## src/verilog/sfcwsi_consts.vh

```
// Opcodes, status field positions and phase lengths of the flash command front-end
`ifndef SFCWSI_CONSTS_VH
`define SFCWSI_CONSTS_VH
`define SFCWSI_OP_WREN      8'h06
`define SFCWSI_OP_VWREN     8'h50
`define SFCWSI_OP_WRDI      8'h04
`define SFCWSI_OP_RDSR1     8'h05
`define SFCWSI_OP_RDSR2     8'h35
`define SFCWSI_OP_WRSR      8'h01
`define SFCWSI_OP_PP        8'h02
`define SFCWSI_OP_QPP       8'h32
`define SFCWSI_OP_SE        8'h20
`define SFCWSI_OP_BE32      8'h52
`define SFCWSI_OP_BE64      8'hd8
`define SFCWSI_OP_CE1       8'hc7
`define SFCWSI_OP_CE2       8'h60
`define SFCWSI_OP_READ      8'h03
`define SFCWSI_OP_FREAD     8'h0b
`define SFCWSI_OP_DOUT      8'h3b
`define SFCWSI_OP_QOUT      8'h6b
`define SFCWSI_OP_DIO       8'hbb
`define SFCWSI_OP_QIO       8'heb
`define SFCWSI_OP_WQIO      8'he7
`define SFCWSI_OP_OQIO      8'he3
`define SFCWSI_OP_WRAP      8'h77
`define SFCWSI_OP_RPD       8'hab
`define SFCWSI_OP_MFID      8'h90
`define SFCWSI_OP_MFID2     8'h92
`define SFCWSI_OP_MFID4     8'h94
`define SFCWSI_OP_SECER     8'h44
`define SFCWSI_OP_SECPR     8'h42
`define SFCWSI_OP_SECRD     8'h48
`define SFCWSI_STAT1_BUSY   0
`define SFCWSI_STAT1_WLATCH 1
`define SFCWSI_STAT2_QUAD   1
`define SFCWSI_ADDR_BITS    6'd24
`define SFCWSI_ADDR_M_BITS  6'd32
`define SFCWSI_DUMMY_FAST   4'd8
`define SFCWSI_DUMMY_QIO    4'd4
`define SFCWSI_DUMMY_WQIO   4'd2
`define SFCWSI_DUMMY_ID4    4'd4
`define SFCWSI_SEC_TOP      8'h00
`define SFCWSI_SEC_R1       8'h10
`define SFCWSI_SEC_R2       8'h20
`define SFCWSI_SEC_R3       8'h30
`define SFCWSI_WRAP_LSB     4
`define SFCWSI_WLATCH_RST   1'b0
`endif

```

## src/verilog/sfcwsi_core.v

```verilog
// Command front-end of a quad-lane serial flash: decode, lane mapping, write latch, status/ID
`timescale 1ns/1ps
`default_nettype none
`include "sfcwsi_consts.vh"

// Overview of operation
// - Two-lane output: lane 1 carries bits 7,5,3,1; lane 0 bits 6,4,2,0.
// - Two-lane address: lane 1 odd address/mode bits, lane 0 even bits.
// - Four-lane data: lane 3 bits 7 then 3, down to lane 0 bits 4, 0.
// - Four-lane address+mode takes eight clocks, lane 3 highest bit of each nibble.
// - Wrap command: seventh nibble lanes 0..2 carry wrap length bits 4..6.
// - Quad I/O fast read waits four dummy clocks before data.
// - Quad word read waits two dummy clocks; host keeps address bit 0 zero.
// - Power-down release returns part code byte repeatedly until select rises.
// - Dual ID command: address/mode on two lanes, then maker and part bytes.
// - Quad ID command: four lanes, four dummy clocks, maker/part bytes repeating.
// - Security registers: top byte zero, middle byte 10/20/30, low byte offset.
// - Write-enable opcode sets the write enable latch.
// - Single-byte commands: select low, eight rising-edge bits, select high.
// - Program and erase are refused unless the latch is set; status write also when volatile enable armed it.
// - Volatile enable leaves latch alone, arms only the next status write.
// - Write-disable opcode clears the write enable latch.
// - Latch clears at reset and when a program, erase or status write ends.
// - Status read shifts register 1 or 2 out MSB first on falling edges.
// - Status reads are executed even while a cycle is busy.
// - Status byte repeats while clocks run until select rises.
// - While busy every command but status read is ignored.
// - Write-class commands must end on a byte boundary or are discarded.
// - Select falling starts a command; first input byte, MSB first, is opcode.
module sfcwsi_core #(
  parameter [7:0] MAKER_CODE = 8'ha5,  // Arbitrary value
  parameter [7:0] PART_CODE  = 8'h3c   // Arbitrary value
) (
  input  wire        clk_sys,
  input  wire        reset,
  input  wire        cs_n_pin,
  input  wire        sclk_pin,
  input  wire [3:0]  io_in,
  output reg  [3:0]  io_out,
  output reg  [3:0]  io_oe_n,
  input  wire        busy_in,
  input  wire        cycle_done,
  input  wire [7:2]  status1_upper,
  input  wire [7:0]  status2_in,
  input  wire [7:0]  array_rd_data,
  output reg  [23:0] array_rd_addr,
  output reg         write_enable_latch,
  output reg         volatile_arm,
  output reg         cmd_go,
  output reg         cmd_volatile,
  output reg  [7:0]  cmd_opcode,
  output reg  [23:0] cmd_addr,
  output reg  [1:0]  sec_reg_sel,
  output reg  [7:0]  continuous_mode_bits,
  output reg  [2:0]  wrap_length_bits,
  output reg  [7:0]  data_in_byte,
  output reg         data_in_valid
);

  localparam [2:0] PH_IDLE  = 3'd0;
  localparam [2:0] PH_OP    = 3'd1;
  localparam [2:0] PH_ADDR  = 3'd2;
  localparam [2:0] PH_DUMMY = 3'd3;
  localparam [2:0] PH_OUT   = 3'd4;
  localparam [2:0] PH_IN    = 3'd5;
  localparam [2:0] PH_HOLD  = 3'd6;
  localparam [2:0] PH_IGN   = 3'd7;

  localparam [2:0] SRC_STAT1 = 3'd0;
  localparam [2:0] SRC_STAT2 = 3'd1;
  localparam [2:0] SRC_PART  = 3'd2;
  localparam [2:0] SRC_PAIR  = 3'd3;
  localparam [2:0] SRC_ARRAY = 3'd4;

  // Pin synchronisers
  reg        cs_s1_r, cs_s2_r, cs_s3_r;
  reg        ck_s1_r, ck_s2_r, ck_s3_r;
  reg  [3:0] io_s1_r, io_s2_r;

  reg  [2:0]  phase_r;
  reg  [7:0]  op_r;
  reg  [2:0]  op_cnt_r;
  reg  [2:0]  bits_lo_r;
  reg  [31:0] shin_r;
  reg  [5:0]  addr_cnt_r;
  reg  [5:0]  addr_need_r;
  reg  [2:0]  lanes_in_r;
  reg  [2:0]  lanes_out_r;
  reg  [3:0]  dummy_r;
  reg  [2:0]  after_addr_r;
  reg  [2:0]  src_r;
  reg         tog_r;
  reg  [7:0]  shout_r;
  reg  [2:0]  out_cnt_r;
  reg  [2:0]  in_cnt_r;

  wire cs_fall  = cs_s3_r & ~cs_s2_r;
  wire cs_rise  = ~cs_s3_r & cs_s2_r;
  wire ck_rise  = ck_s2_r & ~ck_s3_r;
  wire ck_fall  = ~ck_s2_r & ck_s3_r;
  wire quad_ok  = status2_in[`SFCWSI_STAT2_QUAD];

  function [31:0] shift_lanes;
    input [31:0] sh;
    input [2:0]  lanes;
    input [3:0]  io;
    begin
      case (lanes)
        3'd4:    shift_lanes = {sh[27:0], io};
        3'd2:    shift_lanes = {sh[29:0], io[1:0]};
        default: shift_lanes = {sh[30:0], io[0]};
      endcase
    end
  endfunction

  function [3:0] drive_lanes;
    input [7:0] b;
    input [2:0] lanes;
    begin
      case (lanes)
        3'd4:    drive_lanes = b[7:4];
        3'd2:    drive_lanes = {2'b00, b[7:6]};
        default: drive_lanes = {2'b00, b[7], 1'b0};
      endcase
    end
  endfunction

  function [3:0] enable_n;
    input [2:0] lanes;
    begin
      case (lanes)
        3'd4:    enable_n = 4'h0;
        3'd2:    enable_n = 4'hc;
        default: enable_n = 4'hd;
      endcase
    end
  endfunction

  function is_write_class;
    input [7:0] op;
    begin
      case (op)
        `SFCWSI_OP_WRSR, `SFCWSI_OP_PP, `SFCWSI_OP_QPP, `SFCWSI_OP_SE,
        `SFCWSI_OP_BE32, `SFCWSI_OP_BE64, `SFCWSI_OP_CE1, `SFCWSI_OP_CE2,
        `SFCWSI_OP_SECER, `SFCWSI_OP_SECPR: is_write_class = 1'b1;
        default: is_write_class = 1'b0;
      endcase
    end
  endfunction

  reg [7:0] next_byte;
  always @* begin
    case (src_r)
      SRC_STAT1: next_byte = {status1_upper, write_enable_latch, busy_in};
      SRC_STAT2: next_byte = status2_in;
      SRC_PART:  next_byte = PART_CODE;
      SRC_PAIR:  next_byte = tog_r ? PART_CODE : MAKER_CODE;
      default:   next_byte = array_rd_data;
    endcase
  end

  // Security register window decode
  wire       sec_top_ok = (shin_r[23:16] == `SFCWSI_SEC_TOP);
  wire [1:0] sec_decode = !sec_top_ok ? 2'd0 :
                          (shin_r[15:8] == `SFCWSI_SEC_R1) ? 2'd1 :
                          (shin_r[15:8] == `SFCWSI_SEC_R2) ? 2'd2 :
                          (shin_r[15:8] == `SFCWSI_SEC_R3) ? 2'd3 : 2'd0;
  wire       op_is_sec  = (op_r == `SFCWSI_OP_SECER) || (op_r == `SFCWSI_OP_SECPR) ||
                          (op_r == `SFCWSI_OP_SECRD);

  // Frame end checks
  wire frame_whole = (phase_r != PH_OP) && (bits_lo_r == 3'd0);
  wire wr_phase_ok = (phase_r == PH_IN) || (phase_r == PH_HOLD);
  wire wr_enabled  = write_enable_latch ||
                     (volatile_arm && (op_r == `SFCWSI_OP_WRSR));
  wire wr_sec_ok   = !op_is_sec || (sec_reg_sel != 2'd0);
  wire wr_accept   = is_write_class(op_r) && wr_phase_ok && frame_whole &&
                     wr_enabled && wr_sec_ok;
  wire single_done = (phase_r == PH_HOLD) && frame_whole && (addr_need_r == 6'd0);

  wire [7:0] op_next  = {op_r[6:0], io_s2_r[0]};
  wire [31:0] sh_next = shift_lanes(shin_r, lanes_in_r, io_s2_r);
  wire [5:0] addr_cnt_next = addr_cnt_r + {3'b000, lanes_in_r};
  wire [2:0] bits_next = bits_lo_r + lanes_in_r;

  always @(posedge clk_sys or posedge reset) begin
    if (reset) begin
      cs_s1_r <= 1'b1;
      cs_s2_r <= 1'b1;
      cs_s3_r <= 1'b1;
      ck_s1_r <= 1'b0;
      ck_s2_r <= 1'b0;
      ck_s3_r <= 1'b0;
      io_s1_r <= 4'h0;
      io_s2_r <= 4'h0;
    end else begin
      cs_s1_r <= cs_n_pin;
      cs_s2_r <= cs_s1_r;
      cs_s3_r <= cs_s2_r;
      ck_s1_r <= sclk_pin;
      ck_s2_r <= ck_s1_r;
      ck_s3_r <= ck_s2_r;
      io_s1_r <= io_in;
      io_s2_r <= io_s1_r;
    end
  end

  always @(posedge clk_sys or posedge reset) begin
    if (reset) begin
      phase_r              <= PH_IDLE;
      op_r                 <= 8'h00;
      op_cnt_r             <= 3'd0;
      bits_lo_r            <= 3'd0;
      shin_r               <= 32'h0000_0000;
      addr_cnt_r           <= 6'd0;
      addr_need_r          <= 6'd0;
      lanes_in_r           <= 3'd1;
      lanes_out_r          <= 3'd1;
      dummy_r              <= 4'd0;
      after_addr_r         <= PH_HOLD;
      src_r                <= SRC_STAT1;
      tog_r                <= 1'b0;
      shout_r              <= 8'h00;
      out_cnt_r            <= 3'd0;
      in_cnt_r             <= 3'd0;
      io_out               <= 4'h0;
      io_oe_n              <= 4'hf;
      array_rd_addr        <= 24'h00_0000;
      write_enable_latch   <= `SFCWSI_WLATCH_RST;
      volatile_arm         <= 1'b0;
      cmd_go               <= 1'b0;
      cmd_volatile         <= 1'b0;
      cmd_opcode           <= 8'h00;
      cmd_addr             <= 24'h00_0000;
      sec_reg_sel          <= 2'd0;
      continuous_mode_bits <= 8'h00;
      wrap_length_bits     <= 3'd0;
      data_in_byte         <= 8'h00;
      data_in_valid        <= 1'b0;
    end else begin
      cmd_go        <= 1'b0;
      data_in_valid <= 1'b0;
      if (cycle_done) begin
        write_enable_latch <= 1'b0;
      end
      if (cs_rise) begin
        // Frame end executes single-byte and write-class commands
        phase_r <= PH_IDLE;
        io_oe_n <= 4'hf;
        if (phase_r != PH_IGN && phase_r != PH_IDLE && phase_r != PH_OP) begin
          volatile_arm <= 1'b0;
          if (single_done && op_r == `SFCWSI_OP_WREN) begin
            write_enable_latch <= 1'b1;
          end
          if (single_done && op_r == `SFCWSI_OP_WRDI && !cycle_done) begin
            write_enable_latch <= 1'b0;
          end
          if (single_done && op_r == `SFCWSI_OP_VWREN) begin
            volatile_arm <= 1'b1;
          end
          if (wr_accept) begin
            cmd_go       <= 1'b1;
            cmd_opcode   <= op_r;
            cmd_volatile <= !write_enable_latch;
          end
        end
      end else if (cs_fall) begin
        phase_r   <= PH_OP;
        op_cnt_r  <= 3'd0;
        bits_lo_r <= 3'd0;
        io_oe_n   <= 4'hf;
      end else if (!cs_s2_r && ck_rise) begin
        case (phase_r)
          PH_OP: begin
            op_r      <= op_next;
            op_cnt_r  <= op_cnt_r + 3'd1;
            bits_lo_r <= bits_lo_r + 3'd1;
            if (op_cnt_r == 3'd7) begin
              addr_cnt_r   <= 6'd0;
              addr_need_r  <= `SFCWSI_ADDR_BITS;
              lanes_in_r   <= 3'd1;
              lanes_out_r  <= 3'd1;
              dummy_r      <= 4'd0;
              after_addr_r <= PH_OUT;
              src_r        <= SRC_ARRAY;
              tog_r        <= 1'b0;
              out_cnt_r    <= 3'd0;
              in_cnt_r     <= 3'd0;
              phase_r      <= PH_ADDR;
              if (busy_in && op_next != `SFCWSI_OP_RDSR1 &&
                  op_next != `SFCWSI_OP_RDSR2) begin
                phase_r <= PH_IGN;
              end else begin
                case (op_next)
                  `SFCWSI_OP_RDSR1, `SFCWSI_OP_RDSR2: begin
                    src_r   <= (op_next == `SFCWSI_OP_RDSR1) ? SRC_STAT1 : SRC_STAT2;
                    phase_r <= PH_OUT;
                  end
                  `SFCWSI_OP_WREN, `SFCWSI_OP_WRDI, `SFCWSI_OP_VWREN,
                  `SFCWSI_OP_CE1, `SFCWSI_OP_CE2: begin
                    addr_need_r <= 6'd0;
                    phase_r     <= PH_HOLD;
                  end
                  `SFCWSI_OP_WRSR: begin
                    addr_need_r <= 6'd0;
                    phase_r     <= PH_IN;
                  end
                  `SFCWSI_OP_PP, `SFCWSI_OP_SECPR: after_addr_r <= PH_IN;
                  `SFCWSI_OP_QPP: begin
                    after_addr_r <= PH_IN;
                    if (!quad_ok) phase_r <= PH_IGN;
                  end
                  `SFCWSI_OP_SE, `SFCWSI_OP_BE32, `SFCWSI_OP_BE64,
                  `SFCWSI_OP_SECER: after_addr_r <= PH_HOLD;
                  `SFCWSI_OP_READ: dummy_r <= 4'd0;
                  `SFCWSI_OP_FREAD, `SFCWSI_OP_SECRD: dummy_r <= `SFCWSI_DUMMY_FAST;
                  `SFCWSI_OP_DOUT: begin
                    dummy_r     <= `SFCWSI_DUMMY_FAST;
                    lanes_out_r <= 3'd2;
                  end
                  `SFCWSI_OP_QOUT: begin
                    dummy_r     <= `SFCWSI_DUMMY_FAST;
                    lanes_out_r <= 3'd4;
                    if (!quad_ok) phase_r <= PH_IGN;
                  end
                  `SFCWSI_OP_DIO, `SFCWSI_OP_MFID2: begin
                    addr_need_r <= `SFCWSI_ADDR_M_BITS;
                    lanes_in_r  <= 3'd2;
                    lanes_out_r <= 3'd2;
                    if (op_next == `SFCWSI_OP_MFID2) src_r <= SRC_PAIR;
                  end
                  `SFCWSI_OP_QIO, `SFCWSI_OP_WQIO, `SFCWSI_OP_OQIO,
                  `SFCWSI_OP_MFID4, `SFCWSI_OP_WRAP: begin
                    addr_need_r <= `SFCWSI_ADDR_M_BITS;
                    lanes_in_r  <= 3'd4;
                    lanes_out_r <= 3'd4;
                    case (op_next)
                      `SFCWSI_OP_QIO:   dummy_r <= `SFCWSI_DUMMY_QIO;
                      `SFCWSI_OP_WQIO:  dummy_r <= `SFCWSI_DUMMY_WQIO;
                      `SFCWSI_OP_MFID4: dummy_r <= `SFCWSI_DUMMY_ID4;
                      default:          dummy_r <= 4'd0;
                    endcase
                    if (op_next == `SFCWSI_OP_MFID4) src_r <= SRC_PAIR;
                    if (op_next == `SFCWSI_OP_WRAP) after_addr_r <= PH_HOLD;
                    if (!quad_ok) phase_r <= PH_IGN;
                  end
                  `SFCWSI_OP_RPD: src_r <= SRC_PART;
                  `SFCWSI_OP_MFID: src_r <= SRC_PAIR;
                  default: phase_r <= PH_IGN;
                endcase
              end
            end
          end
          PH_ADDR: begin
            shin_r     <= sh_next;
            addr_cnt_r <= addr_cnt_next;
            bits_lo_r  <= bits_next;
            if (addr_cnt_next == addr_need_r) begin
              if (addr_need_r == `SFCWSI_ADDR_M_BITS) begin
                cmd_addr             <= sh_next[31:8];
                array_rd_addr        <= sh_next[31:8];
                continuous_mode_bits <= sh_next[7:0];
                sec_reg_sel          <= 2'd0;
              end else begin
                cmd_addr      <= sh_next[23:0];
                array_rd_addr <= sh_next[23:0];
              end
              if (op_r == `SFCWSI_OP_QPP) lanes_in_r <= 3'd4;
              if (op_r == `SFCWSI_OP_WRAP) begin
                wrap_length_bits <= sh_next[`SFCWSI_WRAP_LSB+2:`SFCWSI_WRAP_LSB];
              end
              if (op_r == `SFCWSI_OP_MFID) tog_r <= sh_next[0];
              if (dummy_r != 4'd0) phase_r <= PH_DUMMY;
              else phase_r <= after_addr_r;
            end
            if (addr_cnt_r == 6'd16 && op_is_sec) begin
              sec_reg_sel <= 2'd0;
            end
          end
          PH_DUMMY: begin
            dummy_r <= dummy_r - 4'd1;
            if (dummy_r == 4'd1) phase_r <= PH_OUT;
          end
          PH_IN: begin
            shin_r    <= sh_next;
            bits_lo_r <= bits_next;
            if (bits_next == 3'd0) begin
              data_in_byte  <= sh_next[7:0];
              data_in_valid <= 1'b1;
            end
          end
          PH_HOLD: bits_lo_r <= bits_lo_r + 3'd1;
          default: bits_lo_r <= bits_lo_r;
        endcase
      end else if (!cs_s2_r && ck_fall && phase_r == PH_OUT) begin
        // Output lanes change on the falling edge
        io_oe_n <= enable_n(lanes_out_r);
        if (out_cnt_r == 3'd0) begin
          io_out    <= drive_lanes(next_byte, lanes_out_r);
          shout_r   <= next_byte << lanes_out_r;
          out_cnt_r <= 3'd0 - lanes_out_r;
          tog_r     <= ~tog_r;
          if (src_r == SRC_ARRAY) array_rd_addr <= array_rd_addr + 24'h00_0001;
        end else begin
          io_out    <= drive_lanes(shout_r, lanes_out_r);
          shout_r   <= shout_r << lanes_out_r;
          out_cnt_r <= out_cnt_r - lanes_out_r;
        end
      end else if (op_is_sec && phase_r == PH_ADDR && addr_cnt_r == addr_need_r) begin
        sec_reg_sel <= sec_decode;
      end else if (op_is_sec && phase_r != PH_ADDR && phase_r != PH_IDLE &&
                   sec_reg_sel == 2'd0 && sec_decode != 2'd0 && addr_cnt_r == 6'd24) begin
        sec_reg_sel <= sec_decode;
        if (op_r == `SFCWSI_OP_SECRD && sec_decode == 2'd0) phase_r <= PH_IGN;
      end
    end
  end

endmodule // sfcwsi_core
`default_nettype wire

```

## config.mk

```make
export PLATFORM = sky130hd
export DESIGN_NAME = sfcwsi_core
export DESIGN_NICKNAME = d
export VERILOG_FILES = /design/src/verilog/sfcwsi_core.v
export VERILOG_INCLUDE_DIRS = /design/src /design/src/verilog
export SDC_FILE = /design/constraint.sdc
export NUM_CORES = 1
export LEC_CHECK = 0
export BUFFER_PORTS_ARGS = -buffer_cell sky130_fd_sc_hd__buf_2
export CAP_MARGIN = 20
export CORE_MARGIN = 8
export CORE_UTILIZATION = 35
export DETAILED_ROUTE_END_ITERATION = 10
export PLACE_DENSITY = 0.53
export SLEW_MARGIN = 20
export SYNTH_ARGS = -nofsm -noshare
export SYNTH_HDL_FRONTEND = slang
export SYNTH_SLANG_ARGS = --single-unit
```

## constraint.sdc

```tcl
create_clock -name clk_sys -period 12.8 [get_ports clk_sys]
set_input_delay 0.64 -clock clk_sys [delete_from_list [all_inputs] [get_ports clk_sys]]
set_output_delay 0.64 -clock clk_sys [all_outputs]
set_load 0.005 [all_outputs]
```

==> impl_metrics.json, run 1 <==
{
  "status": "finished clean",
  "seqPwrFrac_pct": 43.3,
  "yosysWarningCount": 0,
  "fin_skew_ns": 0.01270,
  "num_rows": 63,
  "yosys-top-cells-area": "dfrtp_1, nand2_1, o21ai_0, a21oi_1, mux2_2",
  "cts_tree": "done",
  "fmax_mhz": 270.0,
  "cts_max_path_buffers": 2,
  "synth-edff-count": 0,
  "hp-class": "input pin to register",
  "pin_count": 122,
  "leakage_uw": 0.005470,
  "r2r-start": "lanes_in_r[1]",
  "r2r_setup_slack_ns": 9.10,
  "synth_top_cell_area_share_pct": 41.77,
  "setup_viol_count_final": 0,
  "reg2regPathDepth": 8,
  "drc": 0,
  "drt_iter0_drc": 682,
  "maxSlewViolCount": 0,
  "vias": 9119,
  "combPwrFrac_pct": 21.6,
  "worst_slew_pin_slew_ns": 0.9056,
  "setup_slack_ns": 9.096,
  "synth_area_per_cell_um2": 8.947,
  "die_width_um": 190.1,
  "min_period_over_period_pct": 28.93,
  "critical_path_arrival_ns": 4.02,
  "p_per_area_nw_per_um2": 135.1,
  "clockPowerShare_pct": 35.1,
  "clk_pin_slew_ns": 0.07,
  "drive_above_1_share_pct": 17.51,
  "cts_hold_buf": 0,
  "grt_pass1_vias": 8905,
  "root_buffer": "clkbuf_16",
  "ys_types": 78,
  "ys.flop_type": "dfrtp_1",
  "drtAntennaViolNets": 0,
  "internal_power_uw": 1086,
  "grt_overflow": 0,
  "antenna_cells": 0,
  "ff_latch_area_um2": 4666,
  "portBuffers": 121,
  "synth_largest_area_cell": "dfrtp_1",
  "multi_input_area_um2": 5503,
  "peakVddDrop_uv": 96.88,
  "yosysSeqAreaShare_pct": 44.01,
  "synthCells": 1185,
  "fin_crit_ns": 3.704,
  "slew_headroom_pct": 39.63,
  "start_util_pct": 35.68,
  "via_per_inst": 5.520,
  "drt_pass1_iterations": 5,
  "post-cts-setup-buffers": 0,
  "numCtsBuffers": 17,
  "grt_pass1_wl_mm": 51.72,
  "wirelength_mm": 31.91,
  "finalHoldViolations": 0,
  "crit_start": "lanes_in_r[1]",
  "final_nets": 1300,
  "endpoint_kind": "register",
  "dieHeight_um": 190.1,
  "async_flop_share_pct": 100.0,
  "cp-start-kind": "register",
  "crit_end": "wrap_length_bits[1]",
  "fill_cells": 3013,
  "avgRoutedWirePerCell_um": 19.31,
  "p_sw_share_pct": 33.23,
  "power_switching_uw": 540.6,
  "synth_nets": 1235,
  "max_cap_viol_count": 0,
  "gp_routability_congestion": 0.8267,
  "synth_area_um2": 10600,
  "cts_resized": 0,
  "timing.rr.end": "wrap_length_bits[1]",
  "grt_max_degree": 127,
  "clkSinkCount": 186,
  "area_growth_pct": 13.57,
  "pre_cts_slack_ns": 8.795,
  "dp_hpwl_mm": 22.82,
  "core_um2": 29720,
  "required_ns": 13.12,
  "worstSkewPairLatency_ns": 0.44,
  "die-area_um2": 36120,
  "rsz0062_at_grt": "no",
  "antenna_found_initial": 0,
  "grt_use_total_pct": 17.76,
  "htreeDepth": 4,
  "tns_ns": 0,
  "power_uw": 1627,
  "synth_seq_cells": 186,
  "final_util_pct": 40.52,
  "criticalPathCategory": "register to register",
  "worstPathMaxFanout": 29
}
synth_stat cells (7+ instances only):
cell type	instances
a21o_1	8
a21oi_1	85
a22o_1	44
a31oi_1	11
and3_1	10
buf_1	8
buf_2	20
clkbuf_1	53
dfrtp_1	177
dfstp_2	9
ha_1	15
inv_1	22
mux2_2	35
mux2i_1	36
nand2_1	182
nand2b_1	15
nand3_1	28
nand4_1	9
nor2_1	104
nor2b_1	11
nor3_1	21
nor4_1	12
o211ai_1	12
o21ai_0	92
o22a_1	14
o22ai_1	8
o31ai_1	7
cell families (layout without fill, tap and decap cells):
logic type / after synthesis / count (layout) / synth area share, %
adders and majority gates: 18 / 18 / 2.337
and+or+nand+nor: 444 / 444 / 19.67
AOI/OAI and AO/OA: 351 / 351 / 22.02
xor gates and xnor gates: 7 / 7 / 0.5783
muxes: 71 / 71 / 7.116
buffers and inverters: 108 / 185 / 4.272
DFF: 186 / 186 / 44.01
through the flow:
step / hold WS (ns) / instances / cell area [µm²]
after floorplan: 0.3312 / 1185 / 10600
after global placement: 0.3337 / 1621 / 11430
after detailed placement: 0.3355 / 1621 / 11430
after CTS: 0.2833 / 1652 / 12040
after global routing: 0.2786 / 1652 / 12040
final: 0.3018 / 1652 / 12040
how the worst min path moves through the flow:
stage / depth (start not counted) / endpoint / start / slack [ns]
2_1_floorplan: 0 / ck_s2_r / ck_s1_r / 0.33
3_3_place_gp: 0 / io_s2_r[0] / io_s1_r[0] / 0.33
3_5_place_dp: 0 / io_s2_r[2] / io_s1_r[2] / 0.34
4_1_cts: 1 / io_s1_r[3] / io_in[3] / 0.28
5_1_grt: 1 / io_s1_r[0] / io_in[0] / 0.28
6_report: 1 / io_s1_r[0] / io_in[0] / 0.30
cell type report:
cell class | count | area share (%)
flip-flops and latches | 186 | 38.75
clock buffers | 18 | 3.564
inverters | 23 | 0.7793
repair buffers | 131 | 5.653
well taps | 390 | 4.052
multi-input cells | 891 | 45.70
clock inverters | 13 | 1.507
layer usage:
layer  vias up  track usage (%)  part of all wire, %  wire length [µm]
met2       217            25.69                   43             13670
met4         0            4.089                 0.88               281
met1      4462            26.74                   51             16280
met5         -                0                    0                 0
li1       4428                -                    -                 -
met3        12            3.442                  5.2              1672
cell usage in the layout (no fill, tap or decap), drive strengths merged, types with 6 or more instances in the layout:
master / n
a22o: 44
mux2i: 36
nor2b: 11
a21o: 8
o31ai: 7
and2: 6
dfstp: 9
and3: 10
ha: 15
nand3: 28
a31oi: 11
a211oi: 6
o211ai: 12
nor4: 12
a21oi: 85
nand2b: 15
xor2: 6
clkbuf: 18
o22ai: 8
dfrtp: 177
a221oi: 6
o21ai: 93
nor2: 104
inv: 29
nand4: 9
or2: 6
nand2: 182
nand3b: 6
or4: 6
buf: 131
o22a: 14
mux2: 35
nor3: 23
critical path, stage by stage (launching register included):
cell and delay (ns):
dfrtp_1 0.63, ha_1 0.34, a211o_1 0.32, a21o_1 0.17, a211o_1 0.33, a211oi_4 0.51
nand2_2 0.50, nor3_2 0.41, mux2_2 0.38
registers in the layout (all words and copies together), names as in the netlist, 4 cells and up:
| register | count |
|---|---|
| array_rd_addr | 24 |
| continuous_mode_bits | 8 |
| cmd_addr | 24 |
| shin_r | 31 |
| data_in_byte | 8 |
| cmd_opcode | 8 |
| io_s2_r | 4 |
| io_s1_r | 4 |
| io_out | 4 |
| dummy_r | 4 |
| op_r | 8 |
| addr_cnt_r | 6 |
| shout_r | 8 |
power groups by stage:
stage                     Sequential, µW  Combinational (µW)  Clock (µW)
final                                704                 351         571
after global routing                 713                 396         606
after CTS                            703                 353         587
after detailed placement             714                 351           0
after global placement               713                 349           0
after floorplan                      679                 276           0
Note: power is estimated with default switching activity, not from simulation.
==> run 2: changes to the inputs <==
Settings changed: ABC_AREA set to 1, PLACE_DENSITY 0.53 to 0.55.
Clock period 12.8 ns to 3.1 ns, I/O delays scaled along.
==> impl_metrics.json, run 2 <==
{
  "status": "finished clean",
  "async_flop_share_pct": 100.0,
  "dp_hpwl_mm": 25.67,
  "numCtsBuffers": 17,
  "antenna_cells": 0,
  "p_per_area_nw_per_um2": 687.0,
  "synth_top_family_by_area": "simple AND/OR/NAND/NOR gates",
  "drt_pass1_iterations": 8,
  "synthSimpleGateAreaFrac_pct": 27.91,
  "synth_seq_cells": 186,
  "dieHeight_um": 192.1,
  "synth_nets": 1529,
  "num_rows": 64,
  "grt_pass1_wl_mm": 54.43,
  "internal_power_uw": 4973,
  "synth-edff-count": 0,
  "maxSlewViolCount": 0,
  "worst_slew_pin_slew_ns": 0.9576,
  "fill_cells": 3249,
  "area_growth_pct": 15.27,
  "r2r_setup_slack_ns": 0.36,
  "peakVddDrop_uv": 470.8,
  "synth_area_per_cell_um2": 7.342,
  "gp_routability_congestion": 0.9076,
  "p_sw_share_pct": 42.16,
  "cp-start-kind": "register",
  "cts_max_path_buffers": 2,
  "final_cell_mix": "nand2_1, dfrtp_1, inv_1, nor2_1, buf_2",
  "root_buffer": "clkbuf_16",
  "endpoint_kind": "register",
  "die_width_um": 192.1,
  "min_period_over_period_pct": 88.32,
  "drc": 0,
  "avgRoutedWirePerCell_um": 16.83,
  "yosysSeqAreaShare_pct": 42.97,
  "synth_common_cells": "nand2_1, dfrtp_1, inv_1",
  "ys.flop_type": "dfrtp_1",
  "worstSkewPairLatency_ns": 0.45,
  "synth-compound-area-share_pct": 16.07,
  "seqPwrFrac_pct": 38.6,
  "die-area_um2": 36920,
  "hp-class": "input pin to async pin",
  "required_ns": 3.42,
  "yosysWarningCount": 0,
  "htreeDepth": 4,
  "start_util_pct": 35.50,
  "power_switching_uw": 3625,
  "synth_largest_area_cell": "dfrtp_1",
  "ys_types": 55,
  "drtAntennaViolNets": 0,
  "leakage_uw": 0.006271,
  "core_um2": 30590,
  "critical_path_arrival_ns": 3.06,
  "slew_headroom_pct": 36.09,
  "synth.most_common_cell": "nand2_1",
  "clkSinkCount": 186,
  "drt_iter0_drc": 801,
  "largest_register_ffs": 31,
  "synth_area_um2": 10860,
  "grt_max_degree": 78,
  "grt_pass1_vias": 9969,
  "r2r-start": "cs_s2_r",
  "synth_top_cell_area_share_pct": 40.79,
  "criticalPathCategory": "register to register",
  "antenna_found_initial": 0,
  "clockPowerShare_pct": 25.8,
  "synthCells": 1479,
  "combPwrFrac_pct": 35.6,
  "final_common_cell": "nand2_1",
  "max_cap_viol_count": 0,
  "fin_crit_ns": 2.738,
  "worstPathMaxFanout": 10,
  "grt_overflow": 0,
  "via_per_inst": 5.185,
  "vias": 10380,
  "drive_above_1_share_pct": 13.58,
  "synthMuxAreaShare_pct": 0.9333,
  "grt_use_total_pct": 18.50,
  "top_regs": "shin_r x31, array_rd_addr x24, cmd_addr x24",
  "fmax_mhz": 365.2,
  "yosys-top-cells-area": "dfrtp_1, nand2_1, inv_1, o21ai_0, nand3_1",
  "synth_fa_ha_area_share_pct": 2.281,
  "clk_pin_slew_ns": 0.08,
  "portBuffers": 121,
  "rsz0062_at_grt": "no",
  "largest-register": "shin_r",
  "post_synth_xor_area_fraction_pct": 1.210,
  "fin_skew_ns": 0.01447,
  "reg2regPathDepth": 11,
  "final_nets": 1642,
  "tns_ns": 0,
  "pin_count": 122,
  "hold_ws_ns": 0.1747,
  "timing.rr.end": "wrap_length_bits[1]",
  "wirelength_mm": 33.67,
  "finalHoldViolations": 0,
  "cts_tree": "done",
  "setup_viol_count_final": 0
}
[run 2: cell types whose count changed after synthesis, moves of 14 or more]
cell,previous run,this run
mux2i_1,36,9
o21ai_1,1,33
o22ai_1,8,32
nand3_1,28,110
mux2_2,35,1
a22o_1,44,4
nand2_1,182,382
inv_1,22,164
nor2_1,104,142
nand2b_1,15,0
o21ai_0,92,120
clkbuf_1,53,21
o22a_1,14,0
[run 2: cell families (layout without fill, tap and decap cells)]
kind of cell / after synthesis / count (layout)
adders and majority gates: 18 / 18
buffers and inverters: 226 / 352
muxes: 10 / 10
xor gates and xnor gates: 15 / 15
AOI/OAI and AO/OA: 313 / 313
DFF: 186 / 186
and+or+nand+nor: 711 / 711
[run 2: worst max-delay path: stages (launching register included)]
cell and delay [ns]:
dfstp_2 0.56, inv_1 0.06, ha_1 0.42, inv_1 0.10
nor2_2 0.16, inv_2 0.10, nor2_2 0.26, inv_1 0.18
nor2_4 0.32, nand4_2 0.26, nand2_1 0.11, o21ai_0 0.08
[run 2: final cells by class]
type	count	area (µm²)	share of cell area, %
well taps	396	495.5	3.958
multi-input cells	1067	5270	42.10
repair buffers	147	833.3	6.657
inverters	173	655.6	5.238
clock inverters	14	167.7	1.339
clock buffers	18	429.2	3.429
flip-flops and latches	186	4666	37.28
[run 2: routing by layer]
metal / vias to the layer above / track usage [%] / routed length (µm)
met2: 325 / 29.70 / 15760
met1: 4908 / 24.85 / 15260
met4: 0 / 5.729 / 649
met3: 41 / 3.577 / 2011
li1: 5102 / - / -
met5: - / 0 / 0
[run 2: worst max path at each step]
stage	cells after the start	end	start
finish	11	wrap_length_bits[1]	cs_s2_r
global route	11	wrap_length_bits[1]	cs_s2_r
CTS	11	cmd_addr[14]	cs_s2_r
detailed placement	11	cmd_addr[14]	cs_s2_r
global placement	11	cmd_addr[18]	cs_s2_r
floorplan	1	addr_cnt_r[0]	reset
[run 2: power groups by stage]
stage	combinational [µW]	sequential [µW]	clock, µW
final	3060	3320	2220
after global routing	3480	3390	2380
after CTS	3070	3310	2280
after detailed placement	3050	3360	0
after global placement	3030	3350	0
after floorplan	2180	3240	0
[run 2: per-stage QoR]
| stage | power (µW) | util (%) | setup WS (ns) | cell area, µm² | std cells |
|---|---|---|---|---|---|
| global placement | 6389 | 38.70 | 0.3753 | 11840 | 1961 |
| global route | 9248 | 40.92 | 0.005777 | 12520 | 2001 |
| floorplan | 5420 | - | 0.5598 | 10860 | 1479 |
| CTS | 8668 | 40.91 | 0.2903 | 12510 | 2001 |
| detailed placement | 6404 | 38.70 | 0.3238 | 11840 | 1961 |
| finish | 8599 | 40.92 | 0.3621 | 12520 | 2001 |
[run 2: repair_timing]
item,in CTS,in global routing
hold endpoints to repair,67,0
hold buffers,8,0
buffers inserted,0,0
endpoints found under the setup margin,0,4
resized for setup,0,2
